==> config.mk <==
export PLATFORM = sky130hd
export DESIGN_NAME = sba_arbiter
export DESIGN_NICKNAME = d
export VERILOG_FILES = /design/src/sba_arbiter.v
export VERILOG_INCLUDE_DIRS = /design/src
export SDC_FILE = /design/constraint.sdc
export NUM_CORES = 1
export LEC_CHECK = 0
export BUFFER_PORTS_ARGS = -buffer_cell sky130_fd_sc_hd__clkbuf_2
export CORE_MARGIN = 10
export CORE_UTILIZATION = 54
export DETAILED_ROUTE_END_ITERATION = 8
export PLACE_DENSITY = 0.83
export SETUP_SLACK_MARGIN = 0.2
export SYNTH_ARGS = -nofsm -noshare
export SYNTH_HDL_FRONTEND = slang
export SYNTH_SLANG_ARGS = --single-unit
==> constraint.sdc <==
create_clock -name core_clk -period 5.48 [get_ports core_clk]
set_input_delay 1.096 -clock core_clk [delete_from_list [all_inputs] [get_ports core_clk]]
set_output_delay 1.096 -clock core_clk [all_outputs]
set_load 0.01 [all_outputs]
==> src/sba_map.vh <==
// constants for the system bus arbiter: owner codes, timing counts, pin widths
// assumes a single 100 MHz core clock
`ifndef SBA_MAP_VH
`define SBA_MAP_VH
`define SBA_OWN_CPU     2'h0
`define SBA_OWN_DMA     2'h1
`define SBA_OWN_REF     2'h2
`define SBA_OWN_EXT     2'h3
`define SBA_CLK_NS      10
`define SBA_REL_STATES  3
`define SBA_REL_WAIT    2'h2
`define SBA_HIGH_SAMPLES 2'h2
`define SBA_CS_W        8
`define SBA_ADDR_W      24
`define SBA_DATA_W      16
`define SBA_TOP_ADDR_W  4
`define SBA_CFG_W       8
`endif

==> src/sba_arbiter.v <==
// system bus arbiter: grants the external bus to cpu, dma engine, refresh or external master
// assumes masters signal safe release points as level inputs on core_clk
//
// Behaviour
// - simultaneous requests: only highest priority acknowledged
// - owner keeps bus until acknowledge withdrawn
// - cpu lowest; other requests preempt cpu
// - cpu bus access yields only at cycle boundary, not mid-word
// - cpu internal work: grant at once
// - cpu sleeping: grant immediately
// - dma preempted by refresh or external master
// - dma yields only after whole transfer
// - refresh requests bus, releases when done
// - external release only when release_enable set
// - released: float bus pins, acknowledge low
// - external master keeps bus while request low
// - request pin sampled each rising clock edge
// - two high samples end release, acknowledge high
// - at least three states before release
// - config writes apply from next bus cycle
// - cs direction writes apply at T3
// - top address writes apply at T3
`timescale 1ns/1ps
`include "sba_map.vh"

module sba_arbiter (
   // clock and reset
   input  wire                        core_clk,
   input  wire                        rst_n,
   // internal masters
   input  wire                        cpu_cycle_boundary,
   input  wire                        cpu_word_first_half,
   input  wire                        cpu_internal_op,
   input  wire                        cpu_sleep,
   input  wire                        dma_bus_req,
   input  wire                        dma_xfer_done,
   input  wire                        ref_bus_req,
   input  wire                        ref_cycle_done,
   output reg                         cpu_ack,
   output reg                         dma_ack,
   output reg                         ref_ack,
   // external master pins
   input  wire                        ext_bus_request_n,
   output reg                         ext_bus_ack_n,
   // control bit and register writes
   input  wire                        release_enable,
   input  wire                        cfg_write,
   input  wire                        cycle_start,
   input  wire                        t3_state,
   input  wire [`SBA_CFG_W-1:0]       bus_width_ctrl_reg,
   input  wire [`SBA_CFG_W-1:0]       access_state_ctrl_reg,
   input  wire [`SBA_CFG_W-1:0]       wait_ctrl_reg_high,
   input  wire [`SBA_CFG_W-1:0]       wait_ctrl_reg_low,
   input  wire                        pin_write,
   input  wire [`SBA_CS_W-1:0]        chip_select_ctrl_reg,
   input  wire [`SBA_TOP_ADDR_W-1:0]  release_ctrl_reg,
   output reg  [`SBA_CFG_W-1:0]       eff_bus_width,
   output reg  [`SBA_CFG_W-1:0]       eff_access_state,
   output reg  [`SBA_CFG_W-1:0]       eff_wait_high,
   output reg  [`SBA_CFG_W-1:0]       eff_wait_low,
   output reg  [`SBA_CS_W-1:0]        eff_cs_output,
   output reg  [`SBA_TOP_ADDR_W-1:0]  eff_top_addr_output,
   // pin output enables, low while driving
   output reg                         addr_oe_n,
   output reg                         data_oe_n,
   output reg                         addr_strobe_oe_n,
   output reg                         read_strobe_oe_n,
   output reg                         upper_write_strobe_oe_n,
   output reg                         lower_write_strobe_oe_n,
   output reg  [`SBA_CS_W-1:0]        chip_select_oe_n
);

   localparam [1:0] ST_CPU   = `SBA_OWN_CPU;
   localparam [1:0] ST_DMA   = `SBA_OWN_DMA;
   localparam [1:0] ST_REF   = `SBA_OWN_REF;
   localparam [1:0] ST_EXT   = `SBA_OWN_EXT;
   // low samples counted before release; the count plus sync gives three states
   localparam [1:0] REL_WAIT = `SBA_REL_WAIT;

   reg        rst_s1;
   reg        rst_s2;
   reg        req_s1;
   reg        req_s2;
   reg [1:0]  owner;
   reg [1:0]  next_owner;
   reg [1:0]  low_cnt;
   reg [1:0]  high_cnt;
   reg        pend_cfg;
   reg [`SBA_CFG_W-1:0] hold_bw;
   reg [`SBA_CFG_W-1:0] hold_as;
   reg [`SBA_CFG_W-1:0] hold_wh;
   reg [`SBA_CFG_W-1:0] hold_wl;
   reg        next_release;

   wire ext_want;
   wire ext_ready;
   wire ext_done;
   wire cpu_can_yield;

   // owner code decode shared by grants and pin enables
   function is_owner;
      input [1:0] code;
      input [1:0] who;
      begin
         is_owner = (code == who);
      end
   endfunction

   // reset release synchronizer
   always @(posedge core_clk or negedge rst_n) begin
      if (!rst_n) begin
         rst_s1 <= 1'b0;
         rst_s2 <= 1'b0;
      end else begin
         rst_s1 <= 1'b1;
         rst_s2 <= rst_s1;
      end
   end

   // request pin sampled through two flops on each rising edge
   always @(posedge core_clk or negedge rst_s2) begin
      if (!rst_s2) begin
         req_s1 <= 1'b1;
         req_s2 <= 1'b1;
      end else begin
         req_s1 <= ext_bus_request_n;
         req_s2 <= req_s1;
      end
   end

   assign ext_want  = !req_s2 && release_enable;
   // low count builds the minimum lead time before release
   assign ext_ready = ext_want && (low_cnt == REL_WAIT);
   assign ext_done  = (high_cnt == `SBA_HIGH_SAMPLES);
   // mid-word byte pair never split; internal op or sleep yields at once
   assign cpu_can_yield = cpu_internal_op || cpu_sleep ||
                          (cpu_cycle_boundary && !cpu_word_first_half);

   // low count: an early rise of the request starts the lead time again
   always @(posedge core_clk or negedge rst_s2) begin
      if (!rst_s2) begin
         low_cnt <= 2'h0;
      end else begin
         if (req_s2 || is_owner(owner, ST_EXT))
            low_cnt <= 2'h0;
         else if (low_cnt != REL_WAIT)
            low_cnt <= low_cnt + 2'h1;
      end
   end

   // high count: only counts while the external master owns the bus
   always @(posedge core_clk or negedge rst_s2) begin
      if (!rst_s2) begin
         high_cnt <= 2'h0;
      end else begin
         if (!is_owner(owner, ST_EXT) || !req_s2)
            high_cnt <= 2'h0;
         else if (!ext_done)
            high_cnt <= high_cnt + 2'h1;
      end
   end

   // priority: external > refresh > dma > cpu
   always @* begin
      next_owner = owner;
      case (owner)
         ST_CPU: begin
            if (cpu_can_yield) begin
               if (ext_ready)
                  next_owner = ST_EXT;
               else if (ref_bus_req)
                  next_owner = ST_REF;
               else if (dma_bus_req)
                  next_owner = ST_DMA;
            end
         end
         ST_DMA: begin
            if (dma_xfer_done) begin
               if (ext_ready)
                  next_owner = ST_EXT;
               else if (ref_bus_req)
                  next_owner = ST_REF;
               else if (!dma_bus_req)
                  next_owner = ST_CPU;
            end
         end
         ST_REF: begin
            if (ref_cycle_done) begin
               if (ext_ready)
                  next_owner = ST_EXT;
               else if (dma_bus_req)
                  next_owner = ST_DMA;
               else
                  next_owner = ST_CPU;
            end
         end
         ST_EXT: begin
            if (ext_done) begin
               if (ref_bus_req)
                  next_owner = ST_REF;
               else if (dma_bus_req)
                  next_owner = ST_DMA;
               else
                  next_owner = ST_CPU;
            end
         end
         default: next_owner = ST_CPU;
      endcase
   end

   // one decode feeds the acknowledge pin and every output enable
   always @* begin
      next_release = is_owner(next_owner, ST_EXT);
   end

   // ownership and acknowledges, changed only at release points
   always @(posedge core_clk or negedge rst_s2) begin
      if (!rst_s2) begin
         owner         <= ST_CPU;
         cpu_ack       <= 1'b1;
         dma_ack       <= 1'b0;
         ref_ack       <= 1'b0;
         ext_bus_ack_n <= 1'b1;
         addr_oe_n     <= 1'b0;
         data_oe_n     <= 1'b0;
         addr_strobe_oe_n        <= 1'b0;
         read_strobe_oe_n        <= 1'b0;
         upper_write_strobe_oe_n <= 1'b0;
         lower_write_strobe_oe_n <= 1'b0;
         chip_select_oe_n        <= {`SBA_CS_W{1'b0}};
      end else begin
         owner   <= next_owner;
         cpu_ack <= is_owner(next_owner, ST_CPU);
         dma_ack <= is_owner(next_owner, ST_DMA);
         ref_ack <= is_owner(next_owner, ST_REF);
         ext_bus_ack_n <= !next_release;
         addr_oe_n     <= next_release;
         data_oe_n     <= next_release;
         addr_strobe_oe_n        <= next_release;
         read_strobe_oe_n        <= next_release;
         upper_write_strobe_oe_n <= next_release;
         lower_write_strobe_oe_n <= next_release;
         chip_select_oe_n        <= {`SBA_CS_W{next_release}};
      end
   end

   // configuration writes held until the next bus cycle starts
   always @(posedge core_clk or negedge rst_s2) begin
      if (!rst_s2) begin
         pend_cfg            <= 1'b0;
         hold_bw             <= {`SBA_CFG_W{1'b0}};
         hold_as             <= {`SBA_CFG_W{1'b0}};
         hold_wh             <= {`SBA_CFG_W{1'b0}};
         hold_wl             <= {`SBA_CFG_W{1'b0}};
         eff_bus_width       <= {`SBA_CFG_W{1'b0}};
         eff_access_state    <= {`SBA_CFG_W{1'b0}};
         eff_wait_high       <= {`SBA_CFG_W{1'b0}};
         eff_wait_low        <= {`SBA_CFG_W{1'b0}};
      end else begin
         if (cfg_write) begin
            pend_cfg <= 1'b1;
            hold_bw  <= bus_width_ctrl_reg;
            hold_as  <= access_state_ctrl_reg;
            hold_wh  <= wait_ctrl_reg_high;
            hold_wl  <= wait_ctrl_reg_low;
         end else if (pend_cfg && cycle_start) begin
            pend_cfg         <= 1'b0;
            eff_bus_width    <= hold_bw;
            eff_access_state <= hold_as;
            eff_wait_high    <= hold_wh;
            eff_wait_low     <= hold_wl;
         end
      end
   end

   // pin function selects switch inside the write cycle, at its T3 state
   always @(posedge core_clk or negedge rst_s2) begin
      if (!rst_s2) begin
         eff_cs_output       <= {`SBA_CS_W{1'b0}};
         eff_top_addr_output <= {`SBA_TOP_ADDR_W{1'b0}};
      end else begin
         if (pin_write && t3_state) begin
            eff_cs_output       <= chip_select_ctrl_reg;
            eff_top_addr_output <= release_ctrl_reg;
         end
      end
   end

endmodule

==> summary.txt, run 1 <==
Global routing
  • Vias in the first global route: 2,422
  • Total track usage: 14.2%
  • Residual overflow from global routing: 0
  • First-pass GRT wire length: 11,900 um
  • Pin count of the biggest net entering global routing: 91
  • Initial antenna violation count: 0

Worst setup path
  • Critical path class: in -> reg
  • WP data arrival: 2.72 ns
  • Crit-path max FO: 34
  • Buf/Inv on CP: 1
  • Worst path max stage delay: 0.63 ns
  • Worst setup SP type: input port
  • Worst Setup End Kind: flop
  • Required time of the critical path: 5.71 ns
  • Cell Chain, Critical Path: clkbuf_2 -> nand3b_4 -> mux2_2
  • Cell family with most CP delay: buffers and inverters
  • Slowest CP cell: clkbuf_2

Logic synthesis
  • Post-Syn Nets: 308
  • Post-Synthesis Cell Area: 3700 um^2
  • Yosys cell types: 39
  • Cell count after synthesis: 246
  • Main synth FF type: dfrtp_1
  • Syn_area_per_cell: 15.1 um^2
  • Number of flops mapped to enable cells by yosys: 0
  • Post-synthesis register bit count: 92
  • Post-synthesis async set-or-reset flop share: 100%
  • Seq/Total Area, Yosys: 62.3%
  • Synthesis Warnings: 0

STA
  • RSZ-0062 raised after global routing: false
  • Final setup viols: 0
  • Setup TNS: 0 ns
  • Measured slew at the worst slew-check pin: 1.11 ns
  • Final min period: 2.50 ns
  • Slew Limit Fails: 0
  • Period Utilization, post-route: 45.6%
  • Slew margin rel.: 25.8%
  • Final Skew: 0.0122 ns
  • Max Fclk: 0.401 GHz
  • Endpoints failing hold: 0

Die
  • Initial Utilization: 55.1%
  • Core area: 6720 um^2
  • Die ar.: 10,600 um^2
  • I/O Pins: 122
  • Die extent in y: 103 um
  • Chip width: 103 um
  • Row count: 30

Route
  • Via count: 2,258
  • Final ANT Viol Nets: 0
  • TritonRoute pass-1 iters: 4
  • Drt via density: 5.14
  • DRC Markers: 0
  • Mean routed wirelength per cell: 17.1 um
  • Starting DRT DRC Count: 71
  • Final wirelength: 7510 um

Pwr
  • Switching part of the total: 31.0%
  • Clk pwr share: 24.6%
  • PD cells: 410 nW/um^2
  • Leakage: 2.16 nW
  • Gate power share: 24.9%
  • P_sw: 0.565 mW
  • Internal: 1.26 mW
  • Sequential power share: 50.5%
  • Max VDD drop: 0.216 mV

Layout
  • Fraction of layout cells with a size suffix above 1: 61.3%
  • # diodes: 0
  • Fillers: 499
  • P&R area growth vs syn: 20.0%
  • Design area: 4450 um^2
  • Final nets: 416

CTS
  • CTS tree: done
  • H-tree levels: 3
  • Total CTS buffers: 9
  • Clock Path Buffers: 2
  • Hold buffers post-CTS: 0
  • Clk pin slew, worst setup/hold paths: 0.09 ns
  • Post CTS Setup Buffer Count: 0
  • Clk Latency, worst-skew pair: 0.34 ns
  • Post-CTS sizing: 0
  • Clock Tree Root: clkbuf_8
  • Clk sinks: 92

Placement
  • Gpl congestion: 0.744
  • Buffers on Ports: 121
  • Detail Placement HPWL: 5620 um
  • Post-DP Area: 4250 um^2

Worst hold path
  • Hold crit path type: reg -> reg

Outcome
  • Status: finished, final reports clean

Job
  • Max Cap Viol: 0
cells by family after synthesis:
logic type	count (synthesis)	share of synthesized area, %
compound gates	19	4.02
xor+xnor	2	0.473
fa+ha+maj	2	0.676
buf+inv	28	4.93
flops	92	62.3
mux	77	23.4
other cells	1	0.101
simple gates	25	4.12
cells in the mapped netlist (2+ instances only):
library cell | n | area share, %
a211oi_1 | 2 | 0.41
a21oi_1 | 3 | 0.41
and2_1 | 2 | 0.34
and3_1 | 2 | 0.34
buf_2 | 8 | 1.1
buf_4 | 13 | 2.6
buf_6 | 2 | 0.61
dfrtp_1 | 88 | 59
dfstp_2 | 4 | 2.8
ha_1 | 2 | 0.68
inv_1 | 4 | 0.41
mux2_1 | 4 | 1.2
mux2_2 | 72 | 22
nand2_1 | 5 | 0.51
nand3_1 | 2 | 0.27
nor2_1 | 6 | 0.61
o21ai_0 | 2 | 0.27
o21ai_1 | 3 | 0.41
xor2_1 | 2 | 0.47
cell usage in the layout, fill, tap and decap left out, drive strengths merged, types with 3 or more instances in the layout:
cell type	count
a21oi	3
clkinvlp	3
o21ai	5
inv	5
mux2	76
clkbuf	131
nand2	5
nor2	6
dfstp	4
dfrtp	88
layout make-up:
cell class / count / area (um^2) / share of cell area, %
clock buffer: 10 / 128 / 2.87
clock inverter: 6 / 72.6 / 1.63
inverter: 4 / 15.0 / 0.338
multi-input combinational: 126 / 1210 / 27.3
sequential: 92 / 2310 / 52.0
tap: 80 / 100 / 2.25
timing repair buffer: 121 / 606 / 13.6
metal layers:
layer / track usage (%) / vias to the layer above / part of all wire, %
met3: 3.89 / 6 / 8.0
met5: 0 / - / 0
met1: 16.5 / 1119 / 38
li1: - / 1064 / -
met4: 5.45 / 0 / 1.1
met2: 24.6 / 69 / 52
stage by stage:
stage          total power [mW]  worst slack (ns)  std cells  util (%)  hold WS, ns
2_1_floorplan              1.24              2.73        246         -        0.331
3_3_place_gp               1.37              2.68        423      63.2        0.339
3_5_place_dp               1.39              2.62        423      63.2        0.342
4_1_cts                    1.84              2.99        439      66.2        0.361
5_1_grt                    1.94              2.88        439      66.2        0.366
6_report                   1.82              2.98        439      66.2        0.360
worst register-to-register path: stages, from the launching register on:
cell	delay (ns)
dfrtp_1	0.68
mux2i_1	0.28
a22oi_2	0.14
a221oi_2	0.28
a21boi_1	0.20
final timing paths:
kind	start	end	slack, ns	cells after the start
setup / recovery	cfg_write	eff_bus_width[1]	2.98	3
hold / removal	req_s1	req_s2	0.36	0
setup reg to reg	owner[1]	dma_ack	3.83	4
hold reg to reg	req_s1	req_s2	0.36	0
max in group asynchronous	rst_s2	eff_wait_high[1]	4.22	0
min in group asynchronous	rst_n	rst_s1	0.52	1
power by group through the flow:
stage                     Combinational [mW]  Clock (mW)  Sequential, mW
after floorplan                        0.307           0           0.938
after global placement                 0.443           0           0.925
after detailed placement               0.460           0           0.933
after CTS                              0.463       0.460           0.921
after global routing                   0.498       0.494           0.945
final                                  0.453       0.448           0.920
(Power assumes the default switching activity.)
==> run 2, diff against run 1 <==
CORE_UTILIZATION = 50   (was 54)
PLACE_DENSITY = 0.77   (was 0.83)
clock period = 2.45 ns   (was 5.48 ns; I/O delays follow)
==> run 2 against run 1 <==
Clock-buffer cell count shrank 1. Worst hold slack lost 0.13 ns. Global-route usage shrank 0.70 points. Largest power group unchanged. Non-clock buffer count grew 3. Critical path type is now reg -> reg. Largest cell class unchanged. Core utilization shrank 4.0 points. Sequential power grew 120%. Design area grew 0.82%.
==> summary.txt, run 2 (synthesis gave the netlist of run 1 again) <==
CTS
  • Clk pin slew, worst setup/hold paths: 0.09 ns (about the same)
  • Clock Path Buffers: 2 (unchanged)
  • Post-CTS sizing: 0 (unchanged)
  • Clk Latency, worst-skew pair: 0.36 ns (+0.02 ns)
  • CTS tree: done
  • Total CTS buffers: 9 (unchanged)
  • Clk sinks: 92 (unchanged)
  • H-tree levels: 3 (unchanged)
  • Post CTS Setup Buffer Count: 0 (unchanged)
  • Clock Tree Root: clkbuf_8

Worst hold path
  • Hold path startpoint: ext_bus_request_n
  • Hold Path End: req_s1
  • Hold crit path type: in -> reg
  • Hold Crit Depth: 1 (+1)

Worst setup path
  • Required time of the critical path: 2.69 ns (-3.02 ns)
  • Worst Setup End Kind: flop
  • Flop-to-flop setup slack: 0.80 ns (-3.03 ns)
  • Reg-to-Reg Start: high_cnt[0]
  • Crit-path max FO: 8 (-76%)
  • WP data arrival: 1.89 ns (-0.83 ns)
  • RR Endpoint: chip_select_oe_n[0]
  • Register-to-Register Path Depth: 6 (+2)
  • Critical path class: reg -> reg
  • Worst setup SP type: flop

Layout
  • # diodes: 0 (unchanged)
  • Multi-input gate area: 1210 um^2 (unchanged)
  • Most common cell after layout, fill and taps aside: clkbuf_2
  • Highest-count cells in the layout ignoring fill and taps: clkbuf_2 (121), dfrtp_1 (87), mux2_2 (72), clkbuf_8 (9), nor2_1 (6)
  • Fin util: 62.1% (-4.0 points)
  • Final nets: 419 (+0.72%)
  • P&R area growth vs syn: 21.0%
  • Fillers: 613 (+23%)
  • FF/Latch Area: 2310 um^2 (unchanged)
  • Design area: 4480 um^2 (+0.82%)
  • Fraction of layout cells with a size suffix above 1: 61.6% (+0.32 points)
  • Final cell count without fillers: 461 (+5.0%)

Route
  • Final wirelength: 7470 um (-0.55%)
  • Via count: 2,261 (+0.13%)
  • Mean routed wirelength per cell: 16.2 um (-5.3%)
  • Drt via density: 4.90 (-4.6%)
  • Met2 routed wirelength: 4040 um (+2.6%)
  • TritonRoute pass-1 iters: 4 (unchanged)
  • WL met1: 2670 um (-7.8%)
  • DRC Markers: 0 (unchanged)
  • WL met3: 635 um (+6.2%)
  • Starting DRT DRC Count: 46 (-35%)
  • Final ANT Viol Nets: 0 (unchanged)
  • Max Used Layer: met4

Die
  • Chip width: 106 um (+3.2%)
  • Die ar.: 11,200 um^2 (+6.4%)
  • Initial Utilization: 51.3% (-3.8 points)
  • I/O Pins: 122 (unchanged)
  • Core area: 7210 um^2 (+7.4%)
  • Row count: 31 (+3.3%)
  • Die extent in y: 106 um (+3.2%)

Global routing
  • First-pass GRT wire length: 12,100 um (+2.4%)
  • Total track usage: 13.5% (-0.70 points)
  • Residual overflow from global routing: 0 (unchanged)
  • Vias in the first global route: 2,508 (+3.6%)
  • Initial antenna violation count: 0 (unchanged)
  • Pin count of the biggest net entering global routing: 51 (-44%)

STA
  • RSZ-0062 raised after global routing: false
  • Final setup viols: 0 (unchanged)
  • Setup WS post-layout: 0.805 ns (-2.18 ns)
  • Hold Worst Slack: 0.229 ns (-0.131 ns)
  • Slew margin rel.: 65.0% (+39 points)
  • Final Skew: 0.0112 ns (-0.00102 ns)
  • Max Fclk: 0.608 GHz
  • Setup TNS: 0 ns (unchanged)
  • Final min period: 1.65 ns
  • Period Utilization, post-route: 67.2%
  • Measured slew at the worst slew-check pin: 0.525 ns (-0.587 ns)
  • Endpoints failing hold: 0 (unchanged)
  • Slew Limit Fails: 0 (unchanged)

Job
  • Max Cap Viol: 0 (unchanged)

Pwr
  • Sequential power share: 51.5% (+1.0 points)
  • Clk pwr share: 22.7% (-1.9 points)
  • P_sw: 1.25 mW (+120%)
  • Leakage: 2.18 nW (+0.62%)
  • Gate power share: 25.7% (+0.8 points)
  • Total power: 3.96 mW (+120%)
  • Max VDD drop: 0.477 mV (+120%)
  • Switching part of the total: 31.7% (+0.64 points)
  • Internal: 2.70 mW (+120%)
  • PD cells: 883 nW/um^2 (+120%)

Placement
  • Pre-CTS setup slack: 0.785 ns (-1.83 ns)
  • Detail Placement HPWL: 5690 um (+1.1%)
  • Gpl congestion: 0.770 (+3.4%)
  • Dpl cells: 444 (+5.0%)
  • Buffers on Ports: 121 (unchanged)
  • Post-DP Area: 4300 um^2 (+1.2%)

Outcome
  • Status: finished, final reports clean
==> run 2: final cells by class <==
class | count | share of cell area (%)
clock buffer | 9 | 2.76
clock inverter | 7 | 1.14
tap | 99 | 2.76
multi-input combinational | 126 | 27.1
timing repair buffer | 124 | 14.3
sequential | 92 | 51.6
inverter | 4 | 0.335
==> run 2: power groups by stage <==
stage | logic [mW] | registers (mW) | clock network [mW]
after floorplan | 0.687 | 2.10 | 0
after global placement | 1.01 | 2.05 | 0
after detailed placement | 1.04 | 2.08 | 0
after CTS | 1.05 | 2.05 | 0.932
after global routing | 1.13 | 2.09 | 0.996
final | 1.02 | 2.04 | 0.899
==> run 2: worst max-delay path, cell delays in order, from the launching register on <==
cell and delay [ns]:
dfrtp_1 0.40, inv_1 0.06, ha_1 0.31, mux2i_1 0.15, a22oi_2 0.30, o21ai_1 0.13
and3_1 0.19
==> run 2: timing repair <==
item,in CTS,in global routing
endpoints found under the setup margin,0,0
endpoints found under the hold margin,2,0
hold buffers,1,0
==> run 2: metal layers <==
| metal | vias up | global-route usage, % |
|---|---|---|
| met5 | - | 0 |
| met4 | 0 | 6.67 |
| met3 | 10 | 5.62 |
| met2 | 65 | 23.6 |
| met1 | 1117 | 13.7 |
| li1 | 1069 | - |
==> run 2: worst max-delay path by stage <==
| stage | start | end | slack (ns) | cells past startpoint |
|---|---|---|---|---|
| 2_1_floorplan | rst_s2 | chip_select_oe_n[0] | 0.90 | 0 |
| 3_3_place_gp | cfg_write | eff_wait_high[1] | 0.81 | 3 |
| 3_5_place_dp | cfg_write | eff_wait_high[1] | 0.78 | 3 |
| 4_1_cts | owner[1] | dma_ack | 0.81 | 4 |
| 5_1_grt | owner[1] | ref_ack | 0.66 | 4 |
| 6_report | high_cnt[0] | chip_select_oe_n[0] | 0.80 | 6 |
==> run 3, diff against run 2 <==
clock period = 1.73 ns   (was 2.45 ns; I/O delays follow)
==> run 3 against run 2 <==
Clock-buffer cell count unchanged. Flip-flop and latch count unchanged. Global-route usage down 0.30 points. Register-to-register slack worse by 0.57 ns. Final cell count up 1.7%. Clock power up 45%. Sequential share of layout area down 1.2 points. Worst setup slack worse by 0.57 ns. Sequential power up 40%. Die area unchanged. Worst hold slack worse by 0.14 ns.
==> summary.txt, run 3 (synthesis gave the netlist of run 1 again) <==
Route
  • Final wirelength: 7580 um (+1.5%)
  • TritonRoute pass-1 iters: 3 (-1)
  • Mean routed wirelength per cell: 16.2 um (-0.22%)
  • Drt via density: 4.92 (+0.34%)
  • Final ANT Viol Nets: 0 (unchanged)
  • Starting DRT DRC Count: 40 (-13%)
  • Via count: 2,308 (+2.1%)
  • DRC Markers: 0 (unchanged)

Pwr
  • Gate power share: 27.7% (+2.0 points)
  • Clk pwr share: 22.6% (about the same)
  • PD cells: 1250 nW/um^2 (+42%)
  • Leakage: 2.22 nW (+2.2%)
  • Internal: 3.93 mW (+45%)
  • Switching part of the total: 31.7% (+0.080 points)
  • P_sw: 1.83 mW (+46%)
  • Max VDD drop: 0.563 mV (+18%)
  • Sequential power share: 49.7% (-1.8 points)

Worst setup path
  • Register-to-Register Path Depth: 6 (unchanged)
  • Worst Setup End Kind: flop
  • WP data arrival: 1.76 ns (-0.13 ns)
  • Reg-to-Reg Start: high_cnt[0]
  • Crit-path max FO: 7 (-1)
  • Required time of the critical path: 2.00 ns (-0.69 ns)
  • RR Endpoint: dma_ack
  • Critical path class: reg -> reg
  • Worst setup SP type: flop
  • Flop-to-flop setup slack: 0.24 ns (-0.57 ns)

CTS
  • H-tree levels: 3 (unchanged)
  • Clk Latency, worst-skew pair: 0.35 ns (about the same)
  • CTS tree: done
  • Total CTS buffers: 9 (unchanged)
  • Clock Path Buffers: 2 (unchanged)
  • Clock Tree Root: clkbuf_8
  • Clk sinks: 92 (unchanged)
  • Clk pin slew, worst setup/hold paths: 0.09 ns (about the same)

STA
  • Setup TNS: 0 ns (unchanged)
  • Setup WS post-layout: 0.239 ns (-0.565 ns)
  • Final min period: 1.49 ns (-0.155 ns)
  • Period Utilization, post-route: 86.2% (+19 points)
  • RSZ-0062 raised after global routing: true
  • Final Skew: 0.0128 ns (+0.00159 ns)
  • Max Fclk: 0.671 GHz (+10%)
  • Slew Limit Fails: 0 (unchanged)
  • Endpoints failing hold: 0 (unchanged)
  • Final setup viols: 0 (unchanged)

Global routing
  • Pin count of the biggest net entering global routing: 46 (-9.8%)
  • Total track usage: 13.2% (-0.30 points)
  • First-pass GRT wire length: 12,200 um (+0.57%)
  • Residual overflow from global routing: 0 (unchanged)
  • Initial antenna violation count: 0 (unchanged)
  • Vias in the first global route: 2,477 (-1.2%)

Layout
  • Fraction of layout cells with a size suffix above 1: 64.1% (+2.5 points)
  • Fin util: 63.6% (+1.5 points)
  • P&R area growth vs syn: 23.9%
  • # diodes: 0 (unchanged)
  • Most common cell after layout, fill and taps aside: clkbuf_2
  • Highest-count cells in the layout ignoring fill and taps: clkbuf_2 (121), dfrtp_1 (86), mux2_2 (72), clkbuf_8 (9), buf_4 (8)
  • Final nets: 427 (+1.9%)
  • Fillers: 580 (-5.4%)

Die
  • Core area: 7210 um^2 (unchanged)
  • Chip width: 106 um (unchanged)
  • Die extent in y: 106 um (unchanged)
  • Row count: 31 (unchanged)
  • Initial Utilization: 51.3% (unchanged)
  • I/O Pins: 122 (unchanged)
  • Die ar.: 11,200 um^2 (unchanged)

Placement
  • Detail Placement HPWL: 5760 um (+1.3%)
  • Pre-CTS setup slack: 0.112 ns (-0.672 ns)
  • Gpl congestion: 0.779 (+1.2%)
  • Buffers on Ports: 121 (unchanged)

Worst hold path
  • Hold path startpoint: ext_bus_request_n
  • Hold Path End: req_s1
  • Hold crit path type: in -> reg
  • Hold Crit Depth: 1 (unchanged)

Job
  • Max Cap Viol: 0 (unchanged)

Outcome
  • Status: finished, final reports clean
run 3: final cells by class:
type / count / area, um^2 / area share, %
flip-flops and latches: 92 / 2310 / 50.4
multi-input cells: 126 / 1240 / 27.1
repair buffers: 132 / 716 / 15.6
clock buffers: 9 / 124 / 2.70
well taps: 99 / 124 / 2.70
clock inverters: 7 / 55.1 / 1.20
inverters: 4 / 15.0 / 0.327
run 3: critical path, cell delays in order (launching register included):
cell and delay [ns]:
dfrtp_1 0.38, inv_1 0.08, ha_4 0.19, mux2i_2 0.18, a22oi_2 0.14, a221oi_2 0.26, a21boi_2 0.20
run 3: layer usage:
metal / part of all wire (%) / wire length, um / track usage [%] / up-vias
met5: 0 / 0 / 0 / -
met4: 1.9 / 144 / 5.42 / 0
met3: 8.2 / 620 / 5.07 / 11
met2: 52 / 3950 / 21.9 / 74
met1: 38 / 2870 / 15.1 / 1141
li1: - / - / - / 1082
run 3: worst max-delay path by stage:
stage                            from                   to  slack (ns)  depth (start not counted)
after detailed placement  high_cnt[0]  chip_select_oe_n[0]        0.11                          6
after global routing      high_cnt[0]              dma_ack        0.17                          6
after CTS                 high_cnt[0]              dma_ack        0.20                          6
after floorplan           high_cnt[0]              dma_ack        0.28                          7
after global placement    high_cnt[0]  chip_select_oe_n[0]        0.19                          6
final                     high_cnt[0]              dma_ack        0.24                          6
run 3: repair_timing:
action | in CTS | in global routing
gates resized for setup | 3 | 6
endpoints found under the hold margin | 2 | 0
pin swaps | 1 | 4
setup buffers | 0 | 4
hold buffers | 1 | 0
setup endpoints to repair | 6 | 6
run 3: through the flow:
step	total power [mW]	hold slack, ns	std cells	instance area [um^2]
2_1_floorplan	3.94	0.0504	246	3710
3_3_place_gp	4.37	0.136	448	4340
3_5_place_dp	4.44	0.135	448	4340
4_1_cts	5.77	0.0701	465	4530
5_1_grt	6.14	0.0576	469	4590
6_report	5.75	0.0860	469	4590
run 3: power by group through the flow:
stage          Clock, mW  Combinational [mW]  Sequential, mW
2_1_floorplan          0               0.973            2.97
3_3_place_gp           0                1.50            2.87
3_5_place_dp           0                1.53            2.90
4_1_cts             1.36                1.54            2.86
5_1_grt             1.45                1.76            2.93
6_report            1.30                1.59            2.86
